===== src/rtl/ecu_defines.svh =====
// register offsets, field positions, reset values and mode codes
// assumes inclusion by the capture unit files, one shared definition set
`ifndef ECU_DEFINES_SVH
`define ECU_DEFINES_SVH

// word byte addresses on the avalon slave
`define ECU_OFS_CTRL1   8'h00
`define ECU_OFS_SRC1    8'h04
`define ECU_OFS_CAPL1   8'h08
`define ECU_OFS_CAPH1   8'h0c
`define ECU_OFS_CTRL2   8'h10
`define ECU_OFS_SRC2    8'h14
`define ECU_OFS_CAPL2   8'h18
`define ECU_OFS_CAPH2   8'h1c
`define ECU_OFS_FLAG    8'h20
`define ECU_OFS_ENABLE  8'h24

// control register fields
`define ECU_CTRL_EN_BIT   7
`define ECU_CTRL_OUT_BIT  5
`define ECU_CTRL_FMT_BIT  4
`define ECU_CTRL_MODE_HI  3
`define ECU_CTRL_WMASK    8'hbf
`define ECU_CTRL_RST      8'h00
`define ECU_SRC_RST       8'h00

// event mode codes
`define ECU_MODE_FALL     4'h4
`define ECU_MODE_RISE     4'h5
`define ECU_MODE_RISE4    4'h6
`define ECU_MODE_RISE16   4'h7
`define ECU_DIV4_LAST     4'h3
`define ECU_DIV16_LAST    4'hf

`endif


===== src/rtl/ecu_pkg.sv =====
// types shared by the capture unit files
// assumes the defines header supplies all numeric constants
package ecu_pkg;
  typedef logic [15:0] ecu_count_t;
  typedef logic [7:0] ecu_byte_t;
endpackage


===== src/rtl/ecu_sync_edge.sv =====
// two-flop synchroniser with rise and fall detection for one source
// assumes an asynchronous input; outputs are on clk_sys_i
`timescale 1ns/1ps
module ecu_sync_edge (
  // clock and reset
  input wire logic clk_sys_i,
  input wire logic reset_n_i,
  // async level in, edges out
  input wire logic level_i,
  output logic rise_o,
  output logic fall_o
);
  logic meta_r;
  logic sync_r;
  logic prev_r;

  // first flop read only by the second
  always_ff @(posedge clk_sys_i or negedge reset_n_i) begin
    if (!reset_n_i) begin
      meta_r <= 1'b0;
      sync_r <= 1'b0;
      prev_r <= 1'b0;
    end else begin
      meta_r <= level_i;
      sync_r <= meta_r;
      prev_r <= sync_r;
    end
  end

  // compare successive synchronised samples
  assign rise_o = sync_r & ~prev_r;
  assign fall_o = ~sync_r & prev_r;
endmodule


===== src/rtl/ecu_capture_unit.sv =====
// one capture channel: source select, prescaler, captured count
// assumes a synchronous timer count and edge pulses from the synchroniser
`timescale 1ns/1ps
`include "ecu_defines.svh"
module ecu_capture_unit import ecu_pkg::*; (
  // clock and reset
  input wire logic clk_sys_i,
  input wire logic reset_n_i,
  // configuration
  input wire logic [7:0] ctrl_i,
  input wire logic [2:0] src_sel_i,
  // edge pulses of the eight sources
  input wire logic [7:0] rise_i,
  input wire logic [7:0] fall_i,
  // timer count
  input wire logic [15:0] count_i,
  // result
  output ecu_count_t captured_o,
  output logic capture_o
);
  logic [3:0] mode;
  logic enabled;
  logic is_capture;
  logic rise;
  logic fall;
  logic [3:0] presc_r;
  logic hit;

  assign mode = ctrl_i[`ECU_CTRL_MODE_HI:0];
  assign enabled = ctrl_i[`ECU_CTRL_EN_BIT];
  assign is_capture = (mode == `ECU_MODE_FALL) || (mode == `ECU_MODE_RISE) ||
                      (mode == `ECU_MODE_RISE4) || (mode == `ECU_MODE_RISE16);
  // pin source edges seen regardless of pin direction
  assign rise = rise_i[src_sel_i];
  assign fall = fall_i[src_sel_i];

  // qualifying event decode
  always_comb begin
    hit = 1'b0;
    if (enabled) begin
      case (mode)
        `ECU_MODE_FALL: hit = fall;
        `ECU_MODE_RISE: hit = rise;
        `ECU_MODE_RISE4: hit = rise &&
          (presc_r[1:0] == 2'(`ECU_DIV4_LAST));
        `ECU_MODE_RISE16: hit = rise && (presc_r == `ECU_DIV16_LAST);
        default: hit = 1'b0;
      endcase
    end
  end

  // prescaler keeps its count across direct mode switches, a known hazard
  always_ff @(posedge clk_sys_i or negedge reset_n_i) begin
    if (!reset_n_i) begin
      presc_r <= 4'h0;
    end else if (!enabled || !is_capture) begin
      presc_r <= 4'h0;
    end else if (mode == `ECU_MODE_RISE4 && hit) begin
      presc_r <= 4'h0;
    end else if (rise) begin
      presc_r <= presc_r + 4'h1;
    end
  end

  // latch the count; no overrun guard
  always_ff @(posedge clk_sys_i or negedge reset_n_i) begin
    if (!reset_n_i) begin
      captured_o <= 16'h0000;
      capture_o <= 1'b0;
    end else begin
      capture_o <= hit;
      if (hit) begin
        captured_o <= count_i;
      end
    end
  end
endmodule


===== src/rtl/ecu_top.sv =====
// two capture channels with avalon-mm register access and one interrupt
// assumes the timer count is synchronous to clk_sys_i; sources are async
`timescale 1ns/1ps
`include "ecu_defines.svh"
module ecu_top import ecu_pkg::*; (
  // clock and reset
  input wire logic clk_sys_i,
  input wire logic reset_n_i,
  // avalon-mm slave
  input wire logic [7:0] avs_address_i,
  input wire logic avs_read_i,
  input wire logic avs_write_i,
  input wire logic [31:0] avs_writedata_i,
  input wire logic [3:0] avs_byteenable_i,
  output logic [31:0] avs_readdata_o,
  output logic avs_waitrequest_o,
  // first general timer count, same clock
  input wire logic [7:0] first_timer_count_high_i,
  input wire logic [7:0] first_timer_count_low_i,
  // capture sources of unit one
  input wire logic routed_pin_input1_i,
  // capture sources of unit two
  input wire logic routed_pin_input2_i,
  // shared sources
  input wire logic comparator_one_synced_i,
  input wire logic comparator_two_synced_i,
  input wire logic pin_change_event_i,
  input wire logic logic_cell_one_output_i,
  input wire logic logic_cell_two_output_i,
  input wire logic logic_cell_three_output_i,
  input wire logic logic_cell_four_output_i,
  // interrupt
  output logic irq_o
);
  //////////////////////////////////////////////////////////////////////
  // registers
  ecu_byte_t ctrl1_r;
  ecu_byte_t ctrl2_r;
  logic [2:0] src1_r;
  logic [2:0] src2_r;
  logic [1:0] flag_r;
  logic [1:0] enable_r;
  logic ack_r;
  ecu_count_t cap1;
  ecu_count_t cap2;
  logic capt1;
  logic capt2;
  logic [8:0] rise;
  logic [8:0] fall;
  logic [8:0] levels;
  logic [15:0] count;
  logic acc;
  logic wr_go;
  logic rd_go;
  logic [31:0] rd_nxt;

  assign count = {first_timer_count_high_i, first_timer_count_low_i};

  //////////////////////////////////////////////////////////////////////
  // source synchronisers; shared ones are synchronised once for both
  assign levels = {routed_pin_input2_i, logic_cell_four_output_i,
                   logic_cell_three_output_i, logic_cell_two_output_i,
                   logic_cell_one_output_i, pin_change_event_i,
                   comparator_two_synced_i, comparator_one_synced_i,
                   routed_pin_input1_i};
  genvar gi;
  generate
    for (gi = 0; gi < 9; gi = gi + 1) begin : g_sync
      ecu_sync_edge u_sync (
        .clk_sys_i(clk_sys_i),
        .reset_n_i(reset_n_i),
        .level_i(levels[gi]),
        .rise_o(rise[gi]),
        .fall_o(fall[gi])
      );
    end
  endgenerate

  //////////////////////////////////////////////////////////////////////
  // two identical channels, each with its own prescaler and capture register
  ecu_capture_unit u_unit1 (
    .clk_sys_i(clk_sys_i),
    .reset_n_i(reset_n_i),
    .ctrl_i(ctrl1_r),
    .src_sel_i(src1_r),
    .rise_i(rise[7:0]),
    .fall_i(fall[7:0]),
    .count_i(count),
    .captured_o(cap1),
    .capture_o(capt1)
  );
  ecu_capture_unit u_unit2 (
    .clk_sys_i(clk_sys_i),
    .reset_n_i(reset_n_i),
    .ctrl_i(ctrl2_r),
    .src_sel_i(src2_r),
    .rise_i({rise[7:1], rise[8]}),
    .fall_i({fall[7:1], fall[8]}),
    .count_i(count),
    .captured_o(cap2),
    .capture_o(capt2)
  );

  //////////////////////////////////////////////////////////////////////
  // bus handshake: one wait cycle, then the answer
  assign acc = (avs_read_i || avs_write_i) && !ack_r;
  assign wr_go = avs_write_i && ack_r;
  assign rd_go = avs_read_i && !ack_r;

  always_ff @(posedge clk_sys_i or negedge reset_n_i) begin
    if (!reset_n_i) begin
      ack_r <= 1'b0;
      avs_waitrequest_o <= 1'b1;
    end else begin
      ack_r <= acc;
      avs_waitrequest_o <= !acc;
    end
  end

  // configuration writes; only byte lane 0 holds data
  always_ff @(posedge clk_sys_i or negedge reset_n_i) begin
    if (!reset_n_i) begin
      ctrl1_r <= `ECU_CTRL_RST;
      ctrl2_r <= `ECU_CTRL_RST;
      src1_r <= 3'h0;
      src2_r <= 3'h0;
      enable_r <= 2'h0;
    end else if (wr_go && avs_byteenable_i[0]) begin
      case (avs_address_i)
        `ECU_OFS_CTRL1: ctrl1_r <= avs_writedata_i[7:0] & `ECU_CTRL_WMASK;
        `ECU_OFS_CTRL2: ctrl2_r <= avs_writedata_i[7:0] & `ECU_CTRL_WMASK;
        `ECU_OFS_SRC1: src1_r <= avs_writedata_i[2:0];
        `ECU_OFS_SRC2: src2_r <= avs_writedata_i[2:0];
        `ECU_OFS_ENABLE: enable_r <= avs_writedata_i[1:0];
        default: ;
      endcase
    end
  end

  // sticky flags, write one to clear; a capture in the same cycle wins
  always_ff @(posedge clk_sys_i or negedge reset_n_i) begin
    if (!reset_n_i) begin
      flag_r <= 2'h0;
    end else begin
      if (wr_go && avs_byteenable_i[0] && avs_address_i == `ECU_OFS_FLAG)
        flag_r <= (flag_r & ~avs_writedata_i[1:0]) | {capt2, capt1};
      else
        flag_r <= flag_r | {capt2, capt1};
    end
  end

  // read mux; unmapped addresses read zero
  always_comb begin
    rd_nxt = 32'h0000_0000;
    case (avs_address_i)
      `ECU_OFS_CTRL1: rd_nxt = {24'h0, ctrl1_r};
      `ECU_OFS_CTRL2: rd_nxt = {24'h0, ctrl2_r};
      `ECU_OFS_SRC1: rd_nxt = {29'h0, src1_r};
      `ECU_OFS_SRC2: rd_nxt = {29'h0, src2_r};
      `ECU_OFS_CAPL1: rd_nxt = {24'h0, cap1[7:0]};
      `ECU_OFS_CAPH1: rd_nxt = {24'h0, cap1[15:8]};
      `ECU_OFS_CAPL2: rd_nxt = {24'h0, cap2[7:0]};
      `ECU_OFS_CAPH2: rd_nxt = {24'h0, cap2[15:8]};
      `ECU_OFS_FLAG: rd_nxt = {30'h0, flag_r};
      `ECU_OFS_ENABLE: rd_nxt = {30'h0, enable_r};
      default: rd_nxt = 32'h0000_0000;
    endcase
  end

  // read data registered in the wait cycle, valid when waitrequest drops
  always_ff @(posedge clk_sys_i or negedge reset_n_i) begin
    if (!reset_n_i) begin
      avs_readdata_o <= 32'h0000_0000;
    end else if (rd_go) begin
      avs_readdata_o <= rd_nxt;
    end
  end

  // level interrupt from unmasked flags
  always_ff @(posedge clk_sys_i or negedge reset_n_i) begin
    if (!reset_n_i) begin
      irq_o <= 1'b0;
    end else begin
      irq_o <= |(flag_r & enable_r);
    end
  end
endmodule


===== config.mk =====
export PLATFORM = sky130hd
export DESIGN_NAME = ecu_top
export DESIGN_NICKNAME = d
export VERILOG_FILES = /design/src/rtl/ecu_pkg.sv /design/src/rtl/ecu_sync_edge.sv /design/src/rtl/ecu_capture_unit.sv /design/src/rtl/ecu_top.sv
export VERILOG_INCLUDE_DIRS = /design/src /design/src/rtl
export SDC_FILE = /design/constraint.sdc
export NUM_CORES = 1
export LEC_CHECK = 0
export BUFFER_PORTS_ARGS = -buffer_cell sky130_fd_sc_hd__clkbuf_2
export CAP_MARGIN = 15
export CORE_UTILIZATION = 47
export CTS_BUF_LIST = sky130_fd_sc_hd__clkbuf_16
export CTS_CLUSTER_DIAMETER = 150
export DETAILED_ROUTE_END_ITERATION = 10
export PLACE_DENSITY = 0.71
export REMOVE_ABC_BUFFERS = 1
export SYNTH_ARGS = -nofsm -noshare
export SYNTH_HDL_FRONTEND = slang
export SYNTH_SLANG_ARGS = --single-unit

===== constraint.sdc =====
create_clock -name clk_sys_i -period 2.55 [get_ports clk_sys_i]
set_clock_uncertainty 0.15 [all_clocks]
set_input_delay 0.3825 -clock clk_sys_i [delete_from_list [all_inputs] [get_ports clk_sys_i]]
set_output_delay 0.3825 -clock clk_sys_i [all_outputs]
set_load 0.05 [all_outputs]

# ---- Word level (Yosys, flattened, before mapping)
# Cells that the tools add are included.
dict set report totals {
  wordCells 164
  regBits 128
  inputBits 73
}
dict set report classes {
  add_sub_neg 2
  n_reduce_logical 35
  order_cmp 2
  mux 20
  n_bitwise 41
  eq_ne 21
}
# op count
set op_table {}
lappend op_table {{$pmux 8 s10} 1}
lappend op_table {{$eq 4x3->1 const B} 8}
lappend op_table {{$eq 8x5->1 const B} 4}
lappend op_table {{$mux 4} 6}
lappend op_table {{$and 1x1->1} 18}
lappend op_table {{$not 1->1} 18}
lappend op_table {{$eq 8x4->1 const B} 2}
lappend op_table {{$eq 8x6->1 const B} 2}
lappend op_table {{$bmux 1 s3} 4}
lappend op_table {{$logic_and 1x1->1} 11}
lappend op_table {{$reduce_and 2->1} 5}
lappend op_table {{$logic_or 1x1->1} 9}
lappend op_table {{$add 4x1->4 const B} 2}
lappend op_table {{$eq 4x4->1 const B} 2}
lappend op_table {{$eq 8x3->1 const B} 1}
lappend op_table {{$logic_not 8->1} 1}
lappend op_table {{$lt 3x4->1 const B} 2}
lappend op_table {{$pmux 1 s4} 2}
lappend op_table {{$logic_not 1->1} 6}
lappend op_table {{$mux 1} 6}
lappend op_table {{$reduce_bool 3->1} 2}
lappend op_table {{$and 2x2->2} 2}
lappend op_table {{$eq 2x2->1 const B} 2}
lappend op_table {{$or 2x2->2} 2}
lappend op_table {{3 further kinds} 3}

# ---- Logic depth before layout (Yosys ltp)
# Gate-level depths: netlist (run 1).
dict set report logic_depth {
  word_depth 10
  depth_mapped 7
}

# ---- By module
# From an unflattened synthesis (run 1), not the netlist that was laid out.
dict set report hier_totals {
  cells_unflattened 399
  area_unflattened_um2 5181.2
}
# mod seq_area_each_um2 area_each_um2 n_inst cells_each
set by_module_without_submodules {}
lappend by_module_without_submodules {ecu_top 877.1 2290.9 1 196}
lappend by_module_without_submodules {ecu_capture_unit 525.5 1039.7 2 79}
lappend by_module_without_submodules {ecu_sync_edge 75.1 90.1 9 5}

# ---- Least setup slack after synthesis (run 1)
# No wires, ideal clock.
dict set report synth_path {
  path_kind {register to register}
  start {register g_sync[6].u_sync.prev_r}
  end {register u_unit1.captured_o[10]}
  path_stages_with_launch 7
  arrival_time_ns 2.001
  required_time_ns 2.275
  n_path_buf 1
  setup_time_ns 0.125
  synth_period_minus_slack_ns 2.276
  path_slack_ns 0.274
  cell_sequence {dfrtp_1 nand2b_1 mux4_2 mux2_4 o2bb2ai_4 buf_8 mux2_4}
}
dict set report synth_between {
  elab_chain_len 7
  word_cells_on_any_way 11
  cone_classes {mux (6); bitwise (3); reduce/logical (2)}
}
# item line
set synth_lines {}
lappend synth_lines {{start, declared} ecu_sync_edge.sv:15} ;# logic prev_r;
lappend synth_lines {{start signal, assigned} ecu_sync_edge.sv:26} ;# prev_r <= sync_r;
lappend synth_lines {{$not 1->1} ecu_sync_edge.sv:31} ;# assign rise_o = sync_r & ~prev_r;
lappend synth_lines {{$and 1x1->1} ecu_sync_edge.sv:31}
lappend synth_lines {{$bmux 1 s3} ecu_capture_unit.sv:34} ;# assign rise = rise_i[src_sel_i];
lappend synth_lines {{$mux 1 (not written as such)} ecu_capture_unit.sv:34}
lappend synth_lines {{$logic_and 1x1->1 (on tied branches)} {ecu_capture_unit.sv:46, ecu_capture_unit.sv:44}}
lappend synth_lines {{$pmux 1 s4 *} ecu_capture_unit.sv:41} ;# case (mode)
lappend synth_lines {{$mux 1 *} ecu_capture_unit.sv:40} ;# if (enabled) begin
lappend synth_lines {{via u_unit1.hit} ecu_capture_unit.sv:27} ;# logic hit;
lappend synth_lines {{end signal, assigned} ecu_capture_unit.sv:73} ;# captured_o <= count_i;
lappend synth_lines {{end, declared} ecu_capture_unit.sv:18} ;# output ecu_count_t captured_o,
# Mark *: on every way through the listed nets, which the timed path passes. The rest lies on a longest branch. The select of a mux whose other input is x is not followed.
# A chain may end at the register's enable or synchronous reset.

# ---- Final worst setup path (run 1)
dict set report layout_path {
  start {register g_sync[2].u_sync.prev_r}
  end {register u_unit1.presc_r[3]}
}
dict set report layout_between {
  elab_chain_len 10
  word_cells_on_any_way 15
  cone_classes {mux (8); bitwise (3); reduce/logical (4)}
}
# item line
set layout_lines {}
lappend layout_lines {{start, declared} ecu_sync_edge.sv:15}
lappend layout_lines {{start signal, assigned} ecu_sync_edge.sv:26}
lappend layout_lines {{$not 1->1} ecu_sync_edge.sv:31}
lappend layout_lines {{$and 1x1->1} ecu_sync_edge.sv:31}
lappend layout_lines {{$bmux 1 s3} ecu_capture_unit.sv:34}
lappend layout_lines {{$mux 1 (not written as such)} ecu_capture_unit.sv:34}
lappend layout_lines {{$logic_and 1x1->1 (on tied branches)} {ecu_capture_unit.sv:46, ecu_capture_unit.sv:44}}
lappend layout_lines {{$pmux 1 s4} ecu_capture_unit.sv:41}
lappend layout_lines {{$mux 1} ecu_capture_unit.sv:40}
lappend layout_lines {{$logic_and 1x1->1} ecu_capture_unit.sv:58} ;# end else if (mode == `ECU_MODE_RISE4 && hit) begin
lappend layout_lines {{$mux 4} ecu_capture_unit.sv:58}
lappend layout_lines {{$mux 4} ecu_capture_unit.sv:56} ;# end else if (!enabled || !is_capture) begin
lappend layout_lines {{end signal, assigned} ecu_capture_unit.sv:61} ;# presc_r <= presc_r + 4'h1;
lappend layout_lines {{end, declared} ecu_capture_unit.sv:26} ;# logic [3:0] presc_r;
# Parallel ways exist; a longest one is shown, timed or not. The select of a mux whose other input is x is not followed.

==> impl_results.md, run 1 <==
- Syn Inst Count: between 300 and 400
- Internal: 2.57 mW
- Layout net count: around 560
- Maxcap violations: 0
- CP delay by family, top: multiplexers
- Post-Synth Adder-Cell Area: less than 1%
- Skew-Pair Late Insertion Delay: between 0.3 and 0.4 ns
- Placement Cell Area: 0.00550 mm²
- Top cell type's share of synthesized area: 51.1%
- Final wirelength: 10.2 mm
- Root buf cell: clkbuf_16
- Worst slack at placement: -0.149 ns
- Final HPWL DP: roughly 7.5 mm
- CTS tree: built
- DR iter-0 viols: 186
- Switching pwr: 0.859 mW
- Switching Fraction: 25.0%
- Wire per inst: approximately 16 µm
- Tmin final: 2.40 ns
- Simple-gate area share of the yosys netlist: 11.8%
- Main combinational cell family by area after synthesis: multiplexers
- Die Height: 106 µm
- Routed Antenna Nets: 0
- Crit path launch type: flop
- Syn Std Cell Area: 0.00504 mm²
- Hold_ws: 0.0219 ns
- Syn_area_per_cell: approximately 13 µm²
- Max Slew Vio Count: 0
- Setup CP Type: reg2reg
- Gr ovfl total: 0
- Synth unique cells: 64
- Final Util: 57.3%
- Pin count of the biggest net entering global routing: 43
- Class of the worst hold path: in2reg
- Synth top cells by count: 103 x dfrtp_1, 37 x mux2_2, 25 x buf_4
- Global-route wire length before repair: around 17 mm
- Vias in the first global route: 3400
- Core area: between 0.01 and 0.015 mm²
- Initial core utilization: 48.6%
- Post-synthesis mux area share: 20.9%
- Num CTS Buffers: 9
- Final instance area: 0.00594 mm²
- Via count: 3396
- Slew headroom: 65.8%
- Sequential fraction of design power: around half
- VDD IR max: 0.419 mV
- Gpl congestion: 0.860
- Area grow syn2layout: 17.8%
- Yosys reg bits: 104
- Async S/R FF share, synth: between 90% and 100%
- Synth Area in XOR/XNOR: 0.347%
- Initial antenna violation count: 0
- Crit path cell chain: nand2b_1 -> mux4_2 -> mux2_4 -> buf_4 -> or4_1 -> a21oi_1
- Io pins: 107
- Sequential fraction of the synthesis area: between 50% and 60%
- Crit path required time: approximately 2.7 ns
- Die area: 0.0112 mm²
- DRT Pass-1 Iters: 4
- Cell leakage power: around 2.8 nW
- Status: complete, no violations
- Global Route Usage Sum: 19.8%
- Horiz. Die Dim: 106 µm
- Synth Flop Type: dfrtp_1
- Final period utilization: 94.3%
- Comb power frac: 9.0%
- Total power: 3.43 mW
- # port buffers: 54
- Power Density: about 580 mW/mm²
- Share of post-route cells with drive strength above 1: a little over a third
- Slowest-stage cell, CP: or4_1
- Reg clk slew, reported paths: 0.07 ns
- Via/cell ratio: around 5.5
- CP Buf/Inv Count: 1
- # fillers: 878
- Depth of the CTS H-tree: 3
- Clock sinks: 104
- Post-synth EDFFs: 0
- DR DRC count: 0
- Top-count cell post-synth: dfrtp_1
- Fmax: between 400 and 500 MHz
- CP peak stage delay: between 0.5 and 0.6 ns
- Yosys top cell by area: dfrtp_1
- Setup Viol. Count Final: 0
- Ys Warns: 0
- Compound-Gate Fraction of Synth Area: slightly below 9%
- Clk pwr share: 40.9%
- Critical Path AT: 2.52 ns
- Final hold violation count: 0
- Number of inserted diodes: 0
- Least-Margin Pin Slew: 0.509 ns
- Synth top area cells: dfrtp_1 51%, mux2_2 8.3%, mux2_4 5.7%
- Rows: 37
- Setup slack after layout: about 0.15 ns
- Setup repair after global routing missed its margin: false
- Top fanout value on the critical path: 8
- Crit path capture type: flop
- Max Root-Sink Buffers: 2
-- cell type report --
class / instances / area, µm² / share of cell area (%)
Clock buffer: 9 / 225 / 3.79
Clock inverter: 6 / 76.3 / 1.28
Inverter: 11 / 41.3 / 0.695
Multi-Input combinational cell: 266 / 2240 / 37.6
Sequential cell: 104 / 2600 / 43.8
Tap cell: 136 / 170 / 2.86
Timing Repair Buffer: 88 / 588 / 9.90
-- power by group through the flow --
stage	Sequential, mW	Clock [mW]	Combinational, mW
after floorplan	1.75	0	0.169
after global placement	1.75	0	0.293
after detailed placement	1.75	0	0.298
after CTS	1.72	1.43	0.311
after global routing	1.72	1.50	0.336
final	1.72	1.41	0.309
-- per-stage QoR --
step	setup TNS [ns]	std cells
final	0	620
after global routing	0	620
after CTS	0	620
after detailed placement	-2.35	594
after global placement	-1.07	594
after floorplan	-0.134	381
-- routing by layer --
metal	GRT usage [%]	up-vias	wire length, µm
met5	0	-	0
met4	7.14	0	155
met3	1.67	9	324
met2	33.0	78	5140
met1	27.1	1746	4590
li1	-	1563	-
-- cell usage in the layout, fill, tap and decap left out, types with 3 or more instances in the layout --
cell type	instances
a221oi_1	5
nor2_1	8
conb_1	24
nor3_1	5
nand2b_1	21
buf_12	3
a21oi_1	6
inv_1	10
clkbuf_2	53
mux2i_1	14
a22oi_1	6
mux2_2	37
nand3_1	8
o21ai_0	17
dlygate4sd3_1	9
mux4_2	7
o22ai_1	5
buf_4	23
mux2_4	19
clkbuf_16	9
nand3b_1	7
nor3b_1	3
dfrtp_1	103
nor2b_1	4
nand2_1	24
-- registers in the layout, indices dropped and copies added (netlist names), 2 cells and up --
register,count
src2_r,3
u_unit2.captured_o,16
g_sync.u_sync.prev_r,9
ctrl2_r,7
avs_readdata_o,8
g_sync.u_sync.sync_r,9
u_unit1.presc_r,4
src1_r,3
flag_r,2
u_unit1.captured_o,16
u_unit2.presc_r,4
ctrl1_r,7
enable_r,2
g_sync.u_sync.meta_r,9
-- cell families after synthesis --
logic type	Yosys count
DFF	104
muxes	79
xor gates and xnor gates	2
adders and majority gates	2
other	1
and+or+nand+nor	99
buffers and inverters	50
AOI/OAI and AO/OA	60
-- timing repair --
item / 4_1_cts / 5_1_grt
pin swaps: 2 / 0
gates resized for setup: 0 / 1
hold buffers: 9 / 0
setup endpoints to repair: 32 / 14
endpoints found under the hold margin: 40 / 0
buffers inserted: 2 / 0
-- final timing paths --
kind	cells past startpoint	endpoint	startpoint	slack (ns)
max in group asynchronous	3	u_unit2.captured_o[11]	reset_n_i	1.15
hold reg to reg	0	g_sync[8].u_sync.sync_r	g_sync[8].u_sync.meta_r	0.20
hold / removal	1	g_sync[8].u_sync.meta_r	routed_pin_input2_i	0.02
setup reg to reg	6	u_unit1.presc_r[3]	g_sync[2].u_sync.prev_r	0.15
min in group asynchronous	2	g_sync[1].u_sync.meta_r	reset_n_i	0.38
setup / recovery	6	u_unit1.presc_r[3]	g_sync[2].u_sync.prev_r	0.15
Power figures use the tool's default switching activity.
==> inputs of run 2 (changes only) <==
- clock period: 2.55 -> 2.9 ns (I/O delays scaled with it)
==> run 2 against run 1 <==
Effect of this change:
- via count decreased by 4.2%
- non-clock buffer count decreased by 21
- combinational power decreased by 17%
- register-to-register slack improved by 0.12 ns
==> impl_results.md, run 2 (same netlist as run 1, synthesis figures left out) <==
- Reg2reg start: g_sync[5].u_sync.prev_r
- Hold Crit Depth: 1 (unchanged)
- Via/cell ratio: 5.42 (-1.0%)
- Area grow syn2layout: 13.3%
- Setup Viol. Count Final: 0 (unchanged)
- Commonest non-fill, non-tap cell in the layout: dfrtp_1
- Layout net count: 534 (-3.8%)
- Crit path required time: 2.98 ns (+0.31 ns)
- Least-Margin Pin Slew: 0.867 ns (+0.357 ns)
- Commonest cells after routing, fill and taps aside: 103 x dfrtp_1, 53 x clkbuf_2, 37 x mux2_2, 24 x nand2_1, 24 x conb_1
- Top fanout value on the critical path: 17 (+9)
- DR DRC count: 0 (unchanged)
- Wire per inst: 16.3 µm (-0.76%)
- Routed Antenna Nets: 0 (unchanged)
- Rows: 37 (unchanged)
- Internal: 2.15 mW (-16%)
- Tmin final: 2.64 ns (+0.231 ns)
- Num CTS Buffers: 9 (unchanged)
- Switching pwr: 0.729 mW (-15%)
- Pin count of the biggest net entering global routing: 46 (+7.0%)
- Slew headroom: 41.4% (-24 points)
- Gr ovfl total: 0 (unchanged)
- Sequential fraction of design power: 52.5% (+2.4 points)
- Max Root-Sink Buffers: 2 (unchanged)
- Status: complete, no violations
- Vias in the first global route: 3292 (-3.2%)
- # port buffers: 54 (unchanged)
- CTS tree: built
- Maxcap violations: 0 (unchanged)
- Hold_ws: 0.0479 ns (+0.0260 ns)
- Clk pwr share: 38.6% (-2.3 points)
- Final hold violation count: 0 (unchanged)
- Cell leakage power: 2.63 nW (-4.5%)
- Via count: 3253 (-4.2%)
- Initial antenna violation count: 0 (unchanged)
- Setup CP Type: reg2reg
- Setup tns final: 0 ns (unchanged)
- DR iter-0 viols: 151 (-19%)
- Final Util: 55.1% (-2.2 points)
- Io pins: 107 (unchanged)
- Root buf cell: clkbuf_16
- Fmax: 379 MHz (-8.8%)
- Number of inserted diodes: 0 (unchanged)
- Global-route wire length before repair: 16.4 mm (-5.0%)
- Gpl congestion: 0.857 (-0.35%)
- Worst Hold End: g_sync[5].u_sync.meta_r
- Flop2flop setup slack: 0.26 ns (+0.12 ns)
- Depth of the CTS H-tree: 3 (unchanged)
- DRT Pass-1 Iters: 4 (unchanged)
- Final period utilization: 90.9% (-3.4 points)
- Die Height: 106 µm (unchanged)
- Worst Hold Launch: logic_cell_two_output_i
- Core area: 0.0104 mm² (unchanged)
- Die area: 0.0112 mm² (unchanged)
- Reg-to-Reg End: u_unit1.captured_o[6]
- Crit path capture type: flop
- Setup repair after global routing missed its margin: false
- Final wirelength: 9.81 mm (-4.0%)
- Reg2Reg Depth: 5 (-1)
- Skew-Pair Late Insertion Delay: 0.34 ns (about the same)
- Top Registers: u_unit1.captured_o x16, u_unit2.captured_o x16
- Critical Path AT: 2.71 ns (+0.19 ns)
- Switching Fraction: 25.3% (+0.25 points)
- Clock sinks: 104 (unchanged)
- Max Slew Vio Count: 0 (unchanged)
- Comb power frac: 8.9% (about the same)
- VDD IR max: 0.278 mV (-34%)
- Share of post-route cells with drive strength above 1: 33.8% (-1.5 points)
- Crit path launch type: flop
- Reg clk slew, reported paths: 0.07 ns (about the same)
- Initial core utilization: 48.6% (unchanged)
- # fillers: 872 (-0.68%)
- Power Density: 505 mW/mm² (-13%)
- Horiz. Die Dim: 106 µm (unchanged)
- Class of the worst hold path: in2reg
- Final HPWL DP: 7.14 mm (-4.7%)
- Global Route Usage Sum: 18.9% (-0.86 points)
==> run 2: through the flow <==
step                cells  cell area (µm²)  total power, mW  setup WS (ns)
floorplan             381             4870             1.69          0.275
global placement      582             5410             1.79          0.160
detailed placement    582             5410             1.80          0.112
CTS                   599             5690             2.91         0.0904
global route          600             5710             3.00          0.133
finish                600             5710             2.88          0.264
==> run 2: power by group through the flow <==
stage / Combinational [mW] / Sequential (mW) / Clock (mW)
2_1_floorplan: 0.149 / 1.54 / 0
3_3_place_gp: 0.252 / 1.54 / 0
3_5_place_dp: 0.258 / 1.54 / 0
4_1_cts: 0.260 / 1.51 / 1.14
5_1_grt: 0.281 / 1.52 / 1.20
6_report: 0.258 / 1.51 / 1.11
==> run 2: cell type report <==
type                            count  area (µm²)  area share, %
Timing Repair Buffer               67         398           6.96
Multi-Input combinational cell    266        2230           39.0
Clock inverter                      7        46.3          0.810
Clock buffer                        9         225           3.94
Tap cell                          136         170           2.98
Sequential cell                   104        2600           45.6
Inverter                           11        41.3          0.723
==> run 2: how the worst max path moves through the flow <==
stage	to	slack, ns	start
3_3_place_gp	u_unit2.captured_o[4]	0.16	src2_r[1]
5_1_grt	u_unit1.captured_o[0]	0.13	g_sync[5].u_sync.prev_r
6_report	u_unit1.captured_o[6]	0.26	g_sync[5].u_sync.prev_r
3_5_place_dp	u_unit2.captured_o[3]	0.11	src2_r[1]
2_1_floorplan	ctrl2_r[1]	0.28	avs_address_i[5]
4_1_cts	u_unit2.captured_o[3]	0.09	src2_r[1]
==> run 2: timing repair <==
action                     in CTS  in global routing
hold endpoints to repair       43                  0
setup endpoints to repair       0                  3
resized for setup               0                  0
hold buffers                    1                  0
buffers inserted                0                  1
==> run 2: layer usage <==
layer  global-route usage, %  vias up  routed length (µm)
li1                        -     1520                   -
met1                    26.2     1637                4580
met2                    30.3       81                4690
met3                    2.23       15                 350
met4                    8.04        0                 189
met5                       0        -                   0
==> run 2: worst max-delay path, cell delays in order, from the launching register on <==
cell,delay (ns)
dfrtp_1,0.38
nand2b_1,0.18
mux4_2,0.47
mux2_4,0.33
o2bb2ai_4,0.59
mux2_2,0.41
==> inputs of run 3 (changes only) <==
- RECOVER_POWER: unset -> 25
- clock period: 2.9 -> 2.89 ns (I/O delays scaled with it)
==> run 3 against run 2 <==
Effect of this change:
- non-clock buffer count grew 1
- sequential share of layout area shrank 0.29 points
- worst setup slack lost 0.0070 ns
- clock power grew 17%
- critical path type unchanged
- utilization grew 0.35 points
- via count grew 0.98%
- largest power group unchanged
- fmax grew 0.12%
- count of clock-buffer cells in the layout is the same
- critical endpoint is now u_unit1.captured_o[0]
- total power grew 6.6%
- die area is the same
==> impl_results.md, run 3 (same netlist as run 1, synthesis figures left out) <==
- Area of the multi-input gates: 0.00223 mm² (unchanged)
- Register area: 0.00260 mm² (unchanged)
- CTS tree: built
- DR iter-0 viols: 231 (+53%)
- Root buf cell: clkbuf_16
- Class of the worst hold path: in2reg
- Post-CTS Setup Bufs: 0 (unchanged)
- DR DRC count: 0 (unchanged)
- Share of post-route cells with drive strength above 1: 34.2% (+0.36 points)
- Wire per inst: 16.3 µm (about the same)
- Max Slew Vio Count: 0 (unchanged)
- Gpl congestion: 0.858 (+0.14%)
- Die area: 0.0112 mm² (unchanged)
- Area grow syn2layout: 14.0%
- Via/cell ratio: 5.47 (+0.82%)
- Core area: 0.0104 mm² (unchanged)
- Setup Viol. Count Final: 0 (unchanged)
- Cell leakage power: 2.66 nW (+1.1%)
- Crit path capture type: flop
- Critical Path AT: 2.71 ns (about the same)
- Power Density: 534 mW/mm² (+5.9%)
- Final HPWL DP: 7.13 mm (about the same)
- Vias in the first global route: 3235 (-1.7%)
- Top fanout value on the critical path: 17 (unchanged)
- Max Root-Sink Buffers: 2 (unchanged)
- Tmin final: 2.63 ns (-0.00304 ns)
- Maxcap violations: 0 (unchanged)
- Die Height: 106 µm (unchanged)
- Final period utilization: 91.1% (+0.21 points)
- Status: complete, no violations
- Depth of the CTS H-tree: 3 (unchanged)
- Number of inserted diodes: 0 (unchanged)
- Setup tns final: 0 ns (unchanged)
- Slew headroom: 11.5% (-30 points)
- Total power: 3.07 mW (+6.6%)
- Initial core utilization: 48.6% (unchanged)
- Initial antenna violation count: 0 (unchanged)
- VDD IR max: 0.320 mV (+15%)
- Global Route Usage Sum: 18.8% (-0.13 points)
- Pin count of the biggest net entering global routing: 55 (+20%)
- Via count: 3285 (+0.98%)
- Layout net count: 535 (+0.19%)
- Crit path launch type: flop
- Setup repair after global routing missed its margin: false
- Skew-Pair Late Insertion Delay: 0.35 ns (about the same)
- Clock sinks: 104 (unchanged)
- Global-route wire length before repair: 16.3 mm (-0.38%)
- Final wirelength: 9.83 mm (+0.18%)
- Commonest cells after routing, fill and taps aside: 103 x dfrtp_1, 54 x clkbuf_2, 37 x mux2_2, 24 x nand2_1, 24 x conb_1
- Rows: 37 (unchanged)
- Cts hold-fix bufs: 1 (unchanged)
- Top Registers: u_unit1.captured_o x16, u_unit2.captured_o x16
- Hold_ws: 0.0412 ns (-0.00670 ns)
- Placement Cell Area: 0.00541 mm² (about the same)
- # fillers: 862 (-1.1%)
- Io pins: 107 (unchanged)
- Routed Antenna Nets: 0 (unchanged)
- Crit path required time: 2.97 ns (about the same)
- Horiz. Die Dim: 106 µm (unchanged)
- Fmax: 380 MHz (+0.12%)
- Least-Margin Pin Slew: 1.33 ns (+0.460 ns)
- # port buffers: 54 (unchanged)
- # resized after CTS: 0 (unchanged)
- Final hold violation count: 0 (unchanged)
- Commonest non-fill, non-tap cell in the layout: dfrtp_1
- Final instance area: 0.00575 mm² (+0.64%)
- DRT Pass-1 Iters: 4 (unchanged)
- Reg clk slew, reported paths: 0.07 ns (about the same)
- Setup CP Type: reg2reg
- Gr ovfl total: 0 (unchanged)
- Num CTS Buffers: 9 (unchanged)
==> run 3: per-layer routing <==
metal / share of wire (%) / vias up / wire (µm) / track usage, %
met5: 0 / - / 0 / 0
met4: 1.8 / 0 / 172 / 8.13
met3: 3.2 / 11 / 311 / 1.73
met2: 48 / 84 / 4760 / 30.1
met1: 47 / 1675 / 4580 / 26.2
li1: - / 1515 / - / -
==> run 3: area by class of cell <==
| type | count | share of cell area [%] |
|---|---|---|
| flip-flops and latches | 104 | 45.3 |
| well taps | 136 | 2.96 |
| multi-input cells | 266 | 38.8 |
| clock inverters | 7 | 1.65 |
| repair buffers | 68 | 6.70 |
| clock buffers | 9 | 3.92 |
| inverters | 11 | 0.718 |
==> run 3: through the flow <==
| stage | utilization, % | instances | worst slack (ns) |
|---|---|---|---|
| final | 55.5 | 601 | 0.257 |
| after floorplan | - | 381 | 0.267 |
| after global placement | 52.1 | 583 | 0.147 |
| after global routing | 55.5 | 601 | 0.183 |
| after CTS | 55.3 | 600 | 0.0871 |
| after detailed placement | 52.1 | 583 | 0.116 |
==> run 3: critical path: stages, from the launching register on <==
cell and delay (ns):
dfrtp_1 0.38, nand2b_1 0.19, mux4_2 0.46, mux2_4 0.34, o2bb2ai_4 0.59, mux2_2 0.41
==> run 3: final timing paths <==
path / slack [ns] / start / end / depth (start not counted)
worst max-delay path: 0.26 / g_sync[5].u_sync.prev_r / u_unit1.captured_o[0] / 5
max in group asynchronous: 0.79 / reset_n_i / avs_waitrequest_o / 3
worst max register to register: 0.26 / g_sync[5].u_sync.prev_r / u_unit1.captured_o[0] / 5
min in group asynchronous: 0.78 / reset_n_i / g_sync[1].u_sync.sync_r / 2
worst min-delay path: 0.04 / comparator_two_synced_i / g_sync[2].u_sync.meta_r / 1
worst min register to register: 0.20 / g_sync[7].u_sync.meta_r / g_sync[7].u_sync.sync_r / 0
==> run 3: power by group <==
| group | switching, mW | total [mW] | internal (mW) |
|---|---|---|---|
| Combinational | 0.172 | 0.256 | 0.0840 |
| Clock | 0.537 | 1.30 | 0.762 |
| Sequential | 0.0233 | 1.52 | 1.49 |
